--- src/tmr_pkg.sv ---
package tmr_pkg;

   // ****************************************
   // Widths and counter values
   // ****************************************
   localparam int          CNT_W     = 16;
   localparam int          NCH       = 4;
   localparam logic [15:0] CNT_MAX   = 16'hFFFF;
   localparam logic [15:0] CNT_ZERO  = 16'h0000;
   localparam logic [15:0] CNT_ONE   = 16'h0001;

   // ****************************************
   // Mode field encodings
   // ****************************************
   localparam logic [2:0]  MODE_ONESHOT = 3'h3;
   localparam logic [2:0]  MODE_PWM     = 3'h4;
   localparam logic [2:0]  MODE_FREE    = 3'h5;

   // Option register: overflow flag sits in bit 0
   localparam int          OPT_OVF_BIT  = 0;

   // Software write strobe with data
   typedef struct packed {
      logic [NCH-1:0]   wr;
      logic [15:0]      data;
   } reg_write_s;

   // Per-cycle event pulses
   typedef struct packed {
      logic [NCH-1:0]   chan_irq;
      logic             overflow_irq;
   } tmr_events_s;

endpackage
--- src/edge_sync.sv ---
`timescale 1ns/1ps
// ****************************************
// Three-stage input synchroniser with edge
// ****************************************
module edge_sync
   import tmr_pkg::*;
(
   input  wire logic mclk,
   input  wire logic rst_b,
   input  wire logic pin,
   output logic      rise
);
   logic s1;
   logic s2;
   logic s3;
   logic stable;

   // First stage feeds only the second; change counts when 2nd and 3rd agree
   always_ff @(posedge mclk) begin
      if (!rst_b) begin
         s1     <= 1'b0;
         s2     <= 1'b0;
         s3     <= 1'b0;
         stable <= 1'b0;
      end else begin
         s1 <= pin;
         s2 <= s1;
         s3 <= s2;
         if (s2 == s3) begin
            stable <= s3;
         end
      end
   end

   assign rise = (s2 == s3) && s3 && !stable;
endmodule

--- src/shadow_bank.sv ---
`timescale 1ns/1ps
// ****************************************
// PWM shadow buffers, armed by channel 1 write
// ****************************************
module shadow_bank
   import tmr_pkg::*;
(
   input  wire logic                  mclk,
   input  wire logic                  rst_b,
   input  wire logic                  arm,
   input  wire logic                  load,
   input  wire logic                  transfer,
   input  wire logic [NCH*CNT_W-1:0]  regs,
   output logic      [NCH*CNT_W-1:0]  shadow
);
   logic armed;

   // Arm on channel 1 write, drop after the transfer
   always_ff @(posedge mclk) begin
      if (!rst_b) begin
         armed <= 1'b0;
      end else if (arm) begin
         armed <= 1'b1;
      end else if (transfer) begin
         armed <= 1'b0;
      end
   end

   // Load at start, or at counter clear if armed
   always_ff @(posedge mclk) begin
      if (!rst_b) begin
         shadow <= '0;
      end else if (load || (transfer && armed)) begin
         shadow <= regs;
      end
   end
endmodule

--- src/timer_pwm_freerun.sv ---
`timescale 1ns/1ps
// Behaviour
// - One-shot rewrites act at once, may wrap
// - One-shot channel irq at equality cycle
// - Mode 100 with enable gives PWM
// - Channel 0 output toggles each PWM period
// - PWM enable moves counter FFFF to 0000
// - Period is value+1, width is value
// - Shadow loads at enable and at armed period clear
// - Only channel 1 write arms transfer
// - Period irq with counter clear
// - PWM channel irq at buffer match
// - Value zero gives constant inactive output
// - Value period+1 gives constant active output
// - Mode 101 free-run, capture select per channel
// - Free-run enable inverts compare-channel outputs, match inverts
// - Overflow after FFFF: irq, wrap, flag
// - Free-run compare writes act immediately
// - Capture edge latches count, raises irq
// - Free-run compare fires at value+1
// - Read buffer shows live counter
// - Option write with bit0 zero clears flag
module timer_pwm_freerun
   import tmr_pkg::*;
(
   input  wire logic                  mclk,
   input  wire logic                  rst_b,
   input  wire logic                  counter_enable_bit,
   input  wire logic [2:0]            timer_mode_field,
   input  wire logic [NCH-1:0]        chan_capture_select,
   input  wire reg_write_s            ccr_write,
   input  wire logic                  option_write,
   input  wire logic [7:0]            option_data,
   input  wire logic                  overflow_clear,
   input  wire logic [NCH-1:0]        capture_edge_in,
   output logic      [15:0]           counter_read_buffer,
   output logic      [NCH*CNT_W-1:0]  chan_capture_compare_reg,
   output logic                       overflow_flag,
   output tmr_events_s                events,
   output logic                       period_toggle_out,
   output logic      [NCH-1:1]        chan_pwm_out,
   output logic                       free_toggle_out0
);
   // ****************************************
   // Declarations
   // ****************************************
   logic [15:0]          cnt;
   logic                 en_d;
   logic                 started;
   logic [NCH-1:0]       cap_rise;
   logic [NCH*CNT_W-1:0] shadow;
   logic [NCH-1:0]       next_irq;
   logic [NCH-1:0]       free_out;
   logic [NCH-1:0]       free_flip;
   logic                 is_pwm;
   logic                 is_free;
   logic                 is_one;
   logic                 run;
   logic                 period_hit;
   logic [15:0]          next_cnt;

   assign is_pwm     = timer_mode_field == MODE_PWM;
   assign is_free    = timer_mode_field == MODE_FREE;
   assign is_one     = timer_mode_field == MODE_ONESHOT;
   assign run        = counter_enable_bit && started;
   assign period_hit = is_pwm && run && (cnt == shadow[CNT_W-1:0]);

   // ****************************************
   // Capture pin synchronisers
   // ****************************************
   genvar g;
   generate
      for (g = 0; g < NCH; g++) begin : g_sync
         edge_sync u_sync (
            .mclk  (mclk),
            .rst_b (rst_b),
            .pin   (capture_edge_in[g]),
            .rise  (cap_rise[g])
         );
      end
   endgenerate

   // ****************************************
   // Shadow buffers for PWM
   // ****************************************
   shadow_bank u_shadow (
      .mclk     (mclk),
      .rst_b    (rst_b),
      .arm      (ccr_write.wr[1]),
      .load     (counter_enable_bit && !en_d),
      .transfer (period_hit),
      .regs     (chan_capture_compare_reg),
      .shadow   (shadow)
   );

   // Enable edge detect; counter sits at FFFF while idle
   always_ff @(posedge mclk) begin
      if (!rst_b) begin
         en_d    <= 1'b0;
         started <= 1'b0;
      end else begin
         en_d    <= counter_enable_bit;
         started <= counter_enable_bit;
      end
   end

   // Next count: PWM clears at period match, else plain wrap
   always_comb begin
      next_cnt = cnt + CNT_ONE;
      if (!counter_enable_bit) begin
         next_cnt = CNT_MAX;
      end else if (!started) begin
         next_cnt = CNT_ZERO;
      end else if (period_hit) begin
         next_cnt = CNT_ZERO;
      end
   end

   // ****************************************
   // Counter
   // ****************************************
   always_ff @(posedge mclk) begin
      if (!rst_b) begin
         cnt <= CNT_MAX;
      end else begin
         cnt <= next_cnt;
      end
   end

   // Live counter copy for the read buffer
   always_ff @(posedge mclk) begin
      if (!rst_b) begin
         counter_read_buffer <= CNT_MAX;
      end else begin
         counter_read_buffer <= next_cnt;
      end
   end

   // ****************************************
   // Capture/compare registers
   // ****************************************
   generate
      for (g = 0; g < NCH; g++) begin : g_ccr
         // Capture wins over a software write in the same cycle
         always_ff @(posedge mclk) begin
            if (!rst_b) begin
               chan_capture_compare_reg[g*CNT_W +: CNT_W] <= CNT_ZERO;
            end else if (is_free && run && chan_capture_select[g] && cap_rise[g]) begin
               chan_capture_compare_reg[g*CNT_W +: CNT_W] <= cnt;
            end else if (ccr_write.wr[g]) begin
               chan_capture_compare_reg[g*CNT_W +: CNT_W] <= ccr_write.data;
            end
         end

         // Interrupt timing per mode
         always_comb begin
            next_irq[g] = 1'b0;
            if (run && is_free) begin
               if (chan_capture_select[g]) begin
                  next_irq[g] = cap_rise[g];
               end else begin
                  // Live value, fires one count after equality
                  next_irq[g] = cnt == chan_capture_compare_reg[g*CNT_W +: CNT_W];
               end
            end else if (run && is_pwm) begin
               if (g == 0) begin
                  next_irq[g] = period_hit;
               end else begin
                  next_irq[g] = next_cnt == shadow[g*CNT_W +: CNT_W];
               end
            end else if (run && is_one && g != 0) begin
               next_irq[g] = next_cnt == chan_capture_compare_reg[g*CNT_W +: CNT_W];
            end
         end

         // Free-run toggle: invert on enable and on each match
         assign free_flip[g] = is_free && !chan_capture_select[g]
                               && ((counter_enable_bit && !en_d) || next_irq[g]);
         always_ff @(posedge mclk) begin
            if (!rst_b) begin
               free_out[g] <= 1'b0;
            end else begin
               free_out[g] <= free_out[g] ^ free_flip[g];
            end
         end
      end
   endgenerate

   // ****************************************
   // Interrupt pulses
   // ****************************************
   always_ff @(posedge mclk) begin
      if (!rst_b) begin
         events <= '0;
      end else begin
         events.chan_irq     <= next_irq;
         events.overflow_irq <= is_free && run && cnt == CNT_MAX;
      end
   end

   // Sticky overflow flag; a new overflow beats any clear
   always_ff @(posedge mclk) begin
      if (!rst_b) begin
         overflow_flag <= 1'b0;
      end else if (is_free && run && cnt == CNT_MAX) begin
         overflow_flag <= 1'b1;
      end else if (overflow_clear || (option_write && !option_data[OPT_OVF_BIT])) begin
         overflow_flag <= 1'b0;
      end
   end

   // ****************************************
   // Pin outputs
   // ****************************************
   // Channel 0: PWM toggles per period, free-run from compare
   always_ff @(posedge mclk) begin
      if (!rst_b) begin
         period_toggle_out <= 1'b0;
      end else if (!counter_enable_bit) begin
         period_toggle_out <= 1'b0;
      end else if (is_pwm && period_hit) begin
         period_toggle_out <= !period_toggle_out;
      end
   end

   // Free-run channel 0 pin; takes the flip itself so it lands with the irq
   always_ff @(posedge mclk) begin
      if (!rst_b) begin
         free_toggle_out0 <= 1'b0;
      end else begin
         free_toggle_out0 <= free_out[0] ^ free_flip[0];
      end
   end

   // Channels 1-3: active while count below width, so 0 and period+1 work
   generate
      for (g = 1; g < NCH; g++) begin : g_out
         always_ff @(posedge mclk) begin
            if (!rst_b) begin
               chan_pwm_out[g] <= 1'b0;
            end else if (is_pwm) begin
               chan_pwm_out[g] <= counter_enable_bit
                  && ({1'b0, next_cnt} < {1'b0, shadow[g*CNT_W +: CNT_W]});
            end else if (is_free) begin
               chan_pwm_out[g] <= free_out[g] ^ free_flip[g];
            end else begin
               chan_pwm_out[g] <= 1'b0;
            end
         end
      end
   endgenerate

   // ****************************************
   // Checks
   // ****************************************
   property p_ovf_set;
      @(posedge mclk) disable iff (!rst_b)
      (is_free && run && cnt == CNT_MAX) |=> overflow_flag && events.overflow_irq;
   endproperty
   a_ovf_set: assert property (p_ovf_set) else $error("overflow not flagged");

   property p_ovf_sticky;
      @(posedge mclk) disable iff (!rst_b)
      (overflow_flag && !overflow_clear && !option_write) |=> overflow_flag;
   endproperty
   a_ovf_sticky: assert property (p_ovf_sticky) else $error("flag dropped");

   property p_opt_clear;
      @(posedge mclk) disable iff (!rst_b)
      (option_write && !option_data[OPT_OVF_BIT] && !(is_free && run && cnt == CNT_MAX))
         |=> !overflow_flag;
   endproperty
   a_opt_clear: assert property (p_opt_clear) else $error("flag not cleared");

   property p_pwm_clear;
      @(posedge mclk) disable iff (!rst_b)
      period_hit && counter_enable_bit |=> cnt == CNT_ZERO && events.chan_irq[0];
   endproperty
   a_pwm_clear: assert property (p_pwm_clear) else $error("period clear missed");

   property p_start;
      @(posedge mclk) disable iff (!rst_b)
      (counter_enable_bit && !started) ##1 counter_enable_bit |-> cnt == CNT_ZERO;
   endproperty
   a_start: assert property (p_start) else $error("start not from zero");

   property p_toggle;
      @(posedge mclk) disable iff (!rst_b)
      (period_hit && counter_enable_bit) |=> period_toggle_out != $past(period_toggle_out);
   endproperty
   a_toggle: assert property (p_toggle) else $error("channel 0 no toggle");

   property p_capture;
      @(posedge mclk) disable iff (!rst_b)
      (is_free && run && chan_capture_select[3] && cap_rise[3])
         |=> chan_capture_compare_reg[4*CNT_W-1:3*CNT_W] == $past(cnt) && events.chan_irq[3];
   endproperty
   a_capture: assert property (p_capture) else $error("capture missed");

   property p_zero_duty;
      @(posedge mclk) disable iff (!rst_b)
      (is_pwm && shadow[3*CNT_W-1:2*CNT_W] == CNT_ZERO) [*2] |-> !chan_pwm_out[2];
   endproperty
   a_zero_duty: assert property (p_zero_duty) else $error("zero duty active");

   property p_free_cmp;
      @(posedge mclk) disable iff (!rst_b)
      (is_free && run && !chan_capture_select[2]
       && cnt == chan_capture_compare_reg[3*CNT_W-1:2*CNT_W]) |=> events.chan_irq[2];
   endproperty
   a_free_cmp: assert property (p_free_cmp) else $error("compare irq missed");
endmodule

--- config.mk ---
export PLATFORM = sky130hd
export DESIGN_NAME = timer_pwm_freerun
export DESIGN_NICKNAME = d
export VERILOG_FILES = /design/src/tmr_pkg.sv /design/src/edge_sync.sv /design/src/shadow_bank.sv /design/src/timer_pwm_freerun.sv
export SDC_FILE = /design/constraint.sdc
export NUM_CORES = 1
export LEC_CHECK = 0
export ABC_AREA = 1
export BUFFER_PORTS_ARGS = -buffer_cell sky130_fd_sc_hd__buf_2
export CAP_MARGIN = 5
export CORE_ASPECT_RATIO = 0.9
export CORE_MARGIN = 1
export CORE_UTILIZATION = 53
export CTS_BUF_LIST = sky130_fd_sc_hd__clkbuf_4 sky130_fd_sc_hd__clkbuf_8 sky130_fd_sc_hd__clkbuf_16
export CTS_CLUSTER_DIAMETER = 120
export DETAILED_ROUTE_END_ITERATION = 10
export GPL_TIMING_DRIVEN = 0
export PLACE_DENSITY = 0.76
export SETUP_SLACK_MARGIN = 0.2
export SYNTH_ARGS = -nofsm -noshare
export SYNTH_HDL_FRONTEND = slang
export SYNTH_SLANG_ARGS = --single-unit
--- constraint.sdc ---
create_clock -name mclk -period 2.61 [get_ports mclk]
set_input_delay 0.1305 -clock mclk [delete_from_list [all_inputs] [get_ports mclk]]
set_output_delay 0.1305 -clock mclk [all_outputs]
set_load 0.02 [all_outputs]
# ---- Word-level counts from Yosys, hierarchy flattened
# Cells that the tools add are included.
# Widths: inputs -> output; s select.
dict set report word_totals {
  in_bits 44
  output_inout_bits 91
  regBits 176
  elab_cells 159
}
dict set report classes {
  addsub 1
  magnitude_cmp 3
  eq_ne 19
  n_mux 36
  bitwise 4
  reduce_logical 61
}
# op count
set op_table {}
lappend op_table {{$eq 16x16->1} 11}
lappend op_table {{$mux 16} 11}
lappend op_table {{$lt 16x16->1} 3}
lappend op_table {{$logic_and 1x1->1} 37}
lappend op_table {{$mux 1} 25}
lappend op_table {{$add 16x1->16 const B} 1}
lappend op_table {{$eq 16x16->1 const B} 1}
lappend op_table {{$reduce_bool 2->1} 6}
lappend op_table {{$logic_not 1->1} 11}
lappend op_table {{$eq 3x3->1 const B} 2}
lappend op_table {{$logic_or 1x1->1} 6}
lappend op_table {{$eq 1x1->1} 4}
lappend op_table {{$xor 1x1->1} 4}
lappend op_table {{$eq 3x2->1 const B} 1}
lappend op_table {{$reduce_and 2->1} 1}

# ---- Logic depth before layout (Yosys ltp)
dict set report logic_depth {
  ltp_word 15
  mapped_depth 24
  ltp_nobuf 24
}

# ---- Modules after synthesis
# Synthesis repeated with hierarchy kept, for this count alone.
dict set report unflattened {
  hier_cells 1718
  area_unflattened_um2 11265.8
}
# module area_per_inst_um2 cells_each seq_area_each_um2 instances
set modules_own_cells {}
lappend modules_own_cells {timer_pwm_freerun 7742.4 1221 1901.8 1}
lappend modules_own_cells {shadow_bank 2947.8 425 1301.2 1}
lappend modules_own_cells {edge_sync 143.9 18 80.1 4}

# ---- Worst setup path before layout
# No wires, ideal clock.
dict set report synth_path {
  path_kind {register to register}
  start {reg, netlist name counter_read_buffer[1]}
  end {reg free_out[3]}
  path_buffers 2
  period_less_slack_ps 2884
  arrival_time_ps 2769
  setup_time_ps 115
  required_time_ps 2495
  path_stages_with_launch 20
  slack_ps -274
  path_cell_list {dfxtp_1 -> buf_4 -> nand2_1 -> nand2_1 -> nand3_1 -> nor2_1 -> nand3_2 -> buf_4 -> nand3b_2 -> nand2_1 -> ha_1 -> nand4_1 -> or3_1 -> nor2_1 -> a21oi_1 -> nand2_1 -> nand2_1 -> nand2_1 -> nand3_1 -> and3_1}
}
# element line
set synth_lines {}
lappend synth_lines {{to (signal, indexed assignment)} timer_pwm_freerun.sv:183} ;# free_out[g] <= free_out[g] ^ free_flip[g];
lappend synth_lines {{to (decl)} timer_pwm_freerun.sv:53} ;# logic [NCH-1:0] free_out;

==> impl_metrics.py <==
metrics = {
    "status": {
        "status": "complete, but fails checks",
        "violations": "setup timing",
    },
    "floorplan": {
        "core_mm2": 0.0186,
        "die_h_um": 134,
        "core.rowCount": 47,
        "io_pins": 135,
        "die_area_mm2": 0.0198,
        "start_util": 0.548,
        "fp.dieW_um": 148,
    },
    "layout": {
        "syn2layout_area_growth_pct": 28.4,
        "layout.nets": 1793,
        "fin_util": 0.704,
        "multi_input_area_mm2": 0.00632,
        "fill_cells": 1580,
        "seq_area_mm2": 0.00357,
        "layout-drive-gt1-share": 0.214,
        "instances_no_fill": 1955,
    },
    "global_routing": {
        "first_global_vias": 11300,
        "grt_max_degree": 19,
        "grtUsageTotal": 0.500,
        "grt_pass1_wl_mm": 71.0,
        "antenna_found_initial": 1,
        "gr-total-overflow": 0,
    },
    "route": {
        "routed-wl-met3_mm": 8.05,
        "via_per_inst": 6.33,
        "first_pass_iters": 8,
        "vias": 12400,
        "finalWirelength_mm": 49.8,
        "wl_met1_mm": 18.1,
        "drt_iter0_drc": 1660,
        "avgRoutedWirePerCell_um": 25.5,
        "met2_wirelength_mm": 20.4,
        "drc_errors": 0,
        "ant_nets": 0,
        "highest_layer": "met4",
    },
    "timing": {
        "maxSlewViolCount": 0,
        "worst_slack_ns": -0.747,
        "slew_headroom": 0.201,
        "final.setup.tns_ns": -5.13,
        "timing_hold_violations_final": 0,
        "finalCritPeriodShare": 1.29,
        "period_minus_slack_ns": 3.36,
        "fin_worst_skew_ns": 0.0166,
        "tightest_slew_ns": 1.19,
        "fmax_ghz": 0.298,
        "setup_viol": 9,
        "rsz0062_at_grt": "true",
    },
    "critical_path": {
        "arrival_ns": 3.75,
        "rrSetupSlack_ns": -0.75,
        "crit_path_start_kind": "flip-flop",
        "crit_path_top_delay_cell": "ha_4",
        "cp_top_family": "simple AND/OR/NAND/NOR gates",
        "worst-path-max-fanout": 8,
        "end_kind": "flip-flop",
        "worstPathRequired_ns": 3.01,
        "crit_path_cell_trace": "buf_4 -> xnor2_1 -> nand2_1 -> nor2_2 -> nand3_4 -> buf_12 -> nand2_2 -> nand2_4 -> ha_4 -> nand4_1 -> nor3_2 -> nand4_1 -> nand4_1 -> nand2_1 -> nand2_1 -> nand4_1 -> nand2_1",
        "critical_path_class": "reg2reg",
        "path_buf_inv": 2,
        "cpPeakStageDelay_ns": 0.36,
    },
    "power": {
        "p_sw_w": 0.00266,
        "p_int_w": 0.00476,
        "clock_power_share": 0.357,
        "p_sw_frac": 0.359,
        "p_comb_frac": 0.240,
        "power.leakage_nw": 5.77,
        "vdd_drop_max_v": 0.000380,
        "powerDensity_mw_per_mm2": 565,
        "pwr-share-seq": 0.403,
    },
    "synthesis": {
        "yosysSeqAreaShare": 0.345,
        "ys_ff_latch": 176,
        "syn_area_mm2": 0.0102,
        "synth_fp_nets": 1595,
        "ys.warnings.count": 0,
        "synth_cell_types": 46,
        "postSynthAreaPerCell_um2": 6.82,
        "syn_inst": 1498,
    },
    "placed_design": {
        "gp_congestion": 1.05,
        "port-buffer-count": 125,
        "dp.cells": 1868,
        "dp_hpwl_mm": 35.1,
    },
    "clock_network": {
        "cts.reportedPaths.clkPinSlew_ns": 0.08,
        "cts_buffer_depth": 2,
        "clock_latency_ns": 0.46,
        "cts_tree": "built",
        "cts-htree-levels": 4,
        "cts.sinks": 176,
        "cts_buffers": 17,
        "root_buffer": "clkbuf_16",
    },
    "worst_hold_path": {
        "min_path_type": "in2reg",
    },
    "run": {
        "drv_cap": 0,
    },
}
[final timing paths]
path                                              start             endpoint  depth (start not counted)
worst max-delay path            counter_read_buffer[11]      chan_pwm_out[1]                         17
worst min-delay path                     option_data[0]        overflow_flag                          3
worst max register to register  counter_read_buffer[11]      chan_pwm_out[1]                         17
worst min register to register      g_sync[3].u_sync.s1  g_sync[3].u_sync.s2                          2
[power groups by stage]
stage                     sequential (W)  combinational, W  clock [W]
after global routing             0.00300           0.00188    0.00272
final                            0.00299           0.00178    0.00265
after global placement           0.00304           0.00144          0
after CTS                        0.00298           0.00165    0.00261
after detailed placement         0.00304           0.00147          0
after floorplan                  0.00308          0.000863          0
[per-layer routing]
layer | vias up | global-route usage
li1 | 5382 | -
met1 | 5667 | 0.630
met2 | 1078 | 0.724
met3 | 257 | 0.185
met4 | 0 | 0.301
met5 | - | 0
[cell type report]
cell class / instances / share of cell area
antenna: 1 / 0.000191
buffer: 82 / 0.0372
clock buffer: 19 / 0.0349
clock inverter: 13 / 0.0100
inverter: 188 / 0.0562
multi-input combinational: 1052 / 0.481
sequential: 176 / 0.272
tap: 245 / 0.0234
timing repair buffer: 179 / 0.0846
[kinds of logic (layout without fill, tap and decap cells)]
kind of cell	count (synthesis)	in the layout	share of synthesized area
compound gates	342	342	0.195
buf+inv	270	481	0.104
xor+xnor	37	37	0.0317
other cells	0	1	0
fa+ha+maj	53	53	0.0649
flops	176	176	0.345
simple gates	620	620	0.260
[cell usage in the layout, fill, tap and decap left out, drive strengths merged, types with 2 or more instances in the layout]
cell type / count
o2111ai: 7
a21oi: 144
a31oi: 2
nand2: 286
ha: 53
a221oi: 5
clkbuf: 83
o311ai: 2
nor3: 15
o22ai: 13
inv: 191
xor2: 24
nor4: 5
buf: 192
dfxtp: 176
dlygate4sd3: 4
nand4: 26
nand3: 75
clkinv: 4
a311oi: 11
nand3b: 3
a211oi: 57
clkinvlp: 6
o21ai: 95
nor2: 208
xnor2: 13
[worst reg2reg max path, delay by kind of cell (launching register included)]
kind	cells	cell delay (ns)
xor+xnor	1	0.19
fa+ha+maj	1	0.36
buf+inv	2	0.36
flops	1	0.32
simple gates	13	2.08
[Yosys cell counts, drive strengths merged]
library cell,n,area (µm²)
o211ai,1,7.51
xnor2,13,114
a31oi,2,12.5
clkbuf,61,230
and3,1,6.26
clkinv,2,7.51
nand4,26,163
buf,21,125
xor2,24,210
a221o,1,10.0
nor2,208,798
a221oi,5,43.8
nand2,286,1130
nand3b,3,38.8
nand3,75,405
nor3,15,80.1
a211oi,57,428
o311ai,2,17.5
inv,186,698
a21oi,144,721
ha,53,663
o2111ai,7,61.3
o21a,1,7.51
a31o,1,8.76
o31ai,1,7.51
o22ai,13,81.3
a311oi,11,96.3
o21ai,95,475
dfxtp,176,3520
a2111o,1,11.3
nor4,5,31.3
or3,1,6.26
[what timing repair did]
action                     4_1_cts  5_1_grt
pin swaps                       25       15
hold endpoints to repair         4        0
setup endpoints to repair      137       66
setup buffers                   47        2
gates resized for setup        112       45
hold buffers                     4        0
gates cloned                     1        0
[metrics by stage]
step	power [W]	worst slack, ns	hold slack [ns]	cell area [µm²]
after floorplan	0.00394	-0.0580	0.228	10400
final	0.00742	-0.747	0.0304	13100
after global routing	0.00760	-0.742	0.0455	13100
after CTS	0.00724	-0.493	0.00873	13000
after detailed placement	0.00451	-1.00	0.323	11400
after global placement	0.00448	-0.941	0.317	11400
No activity file was read; power rests on OpenSTA's default activity.
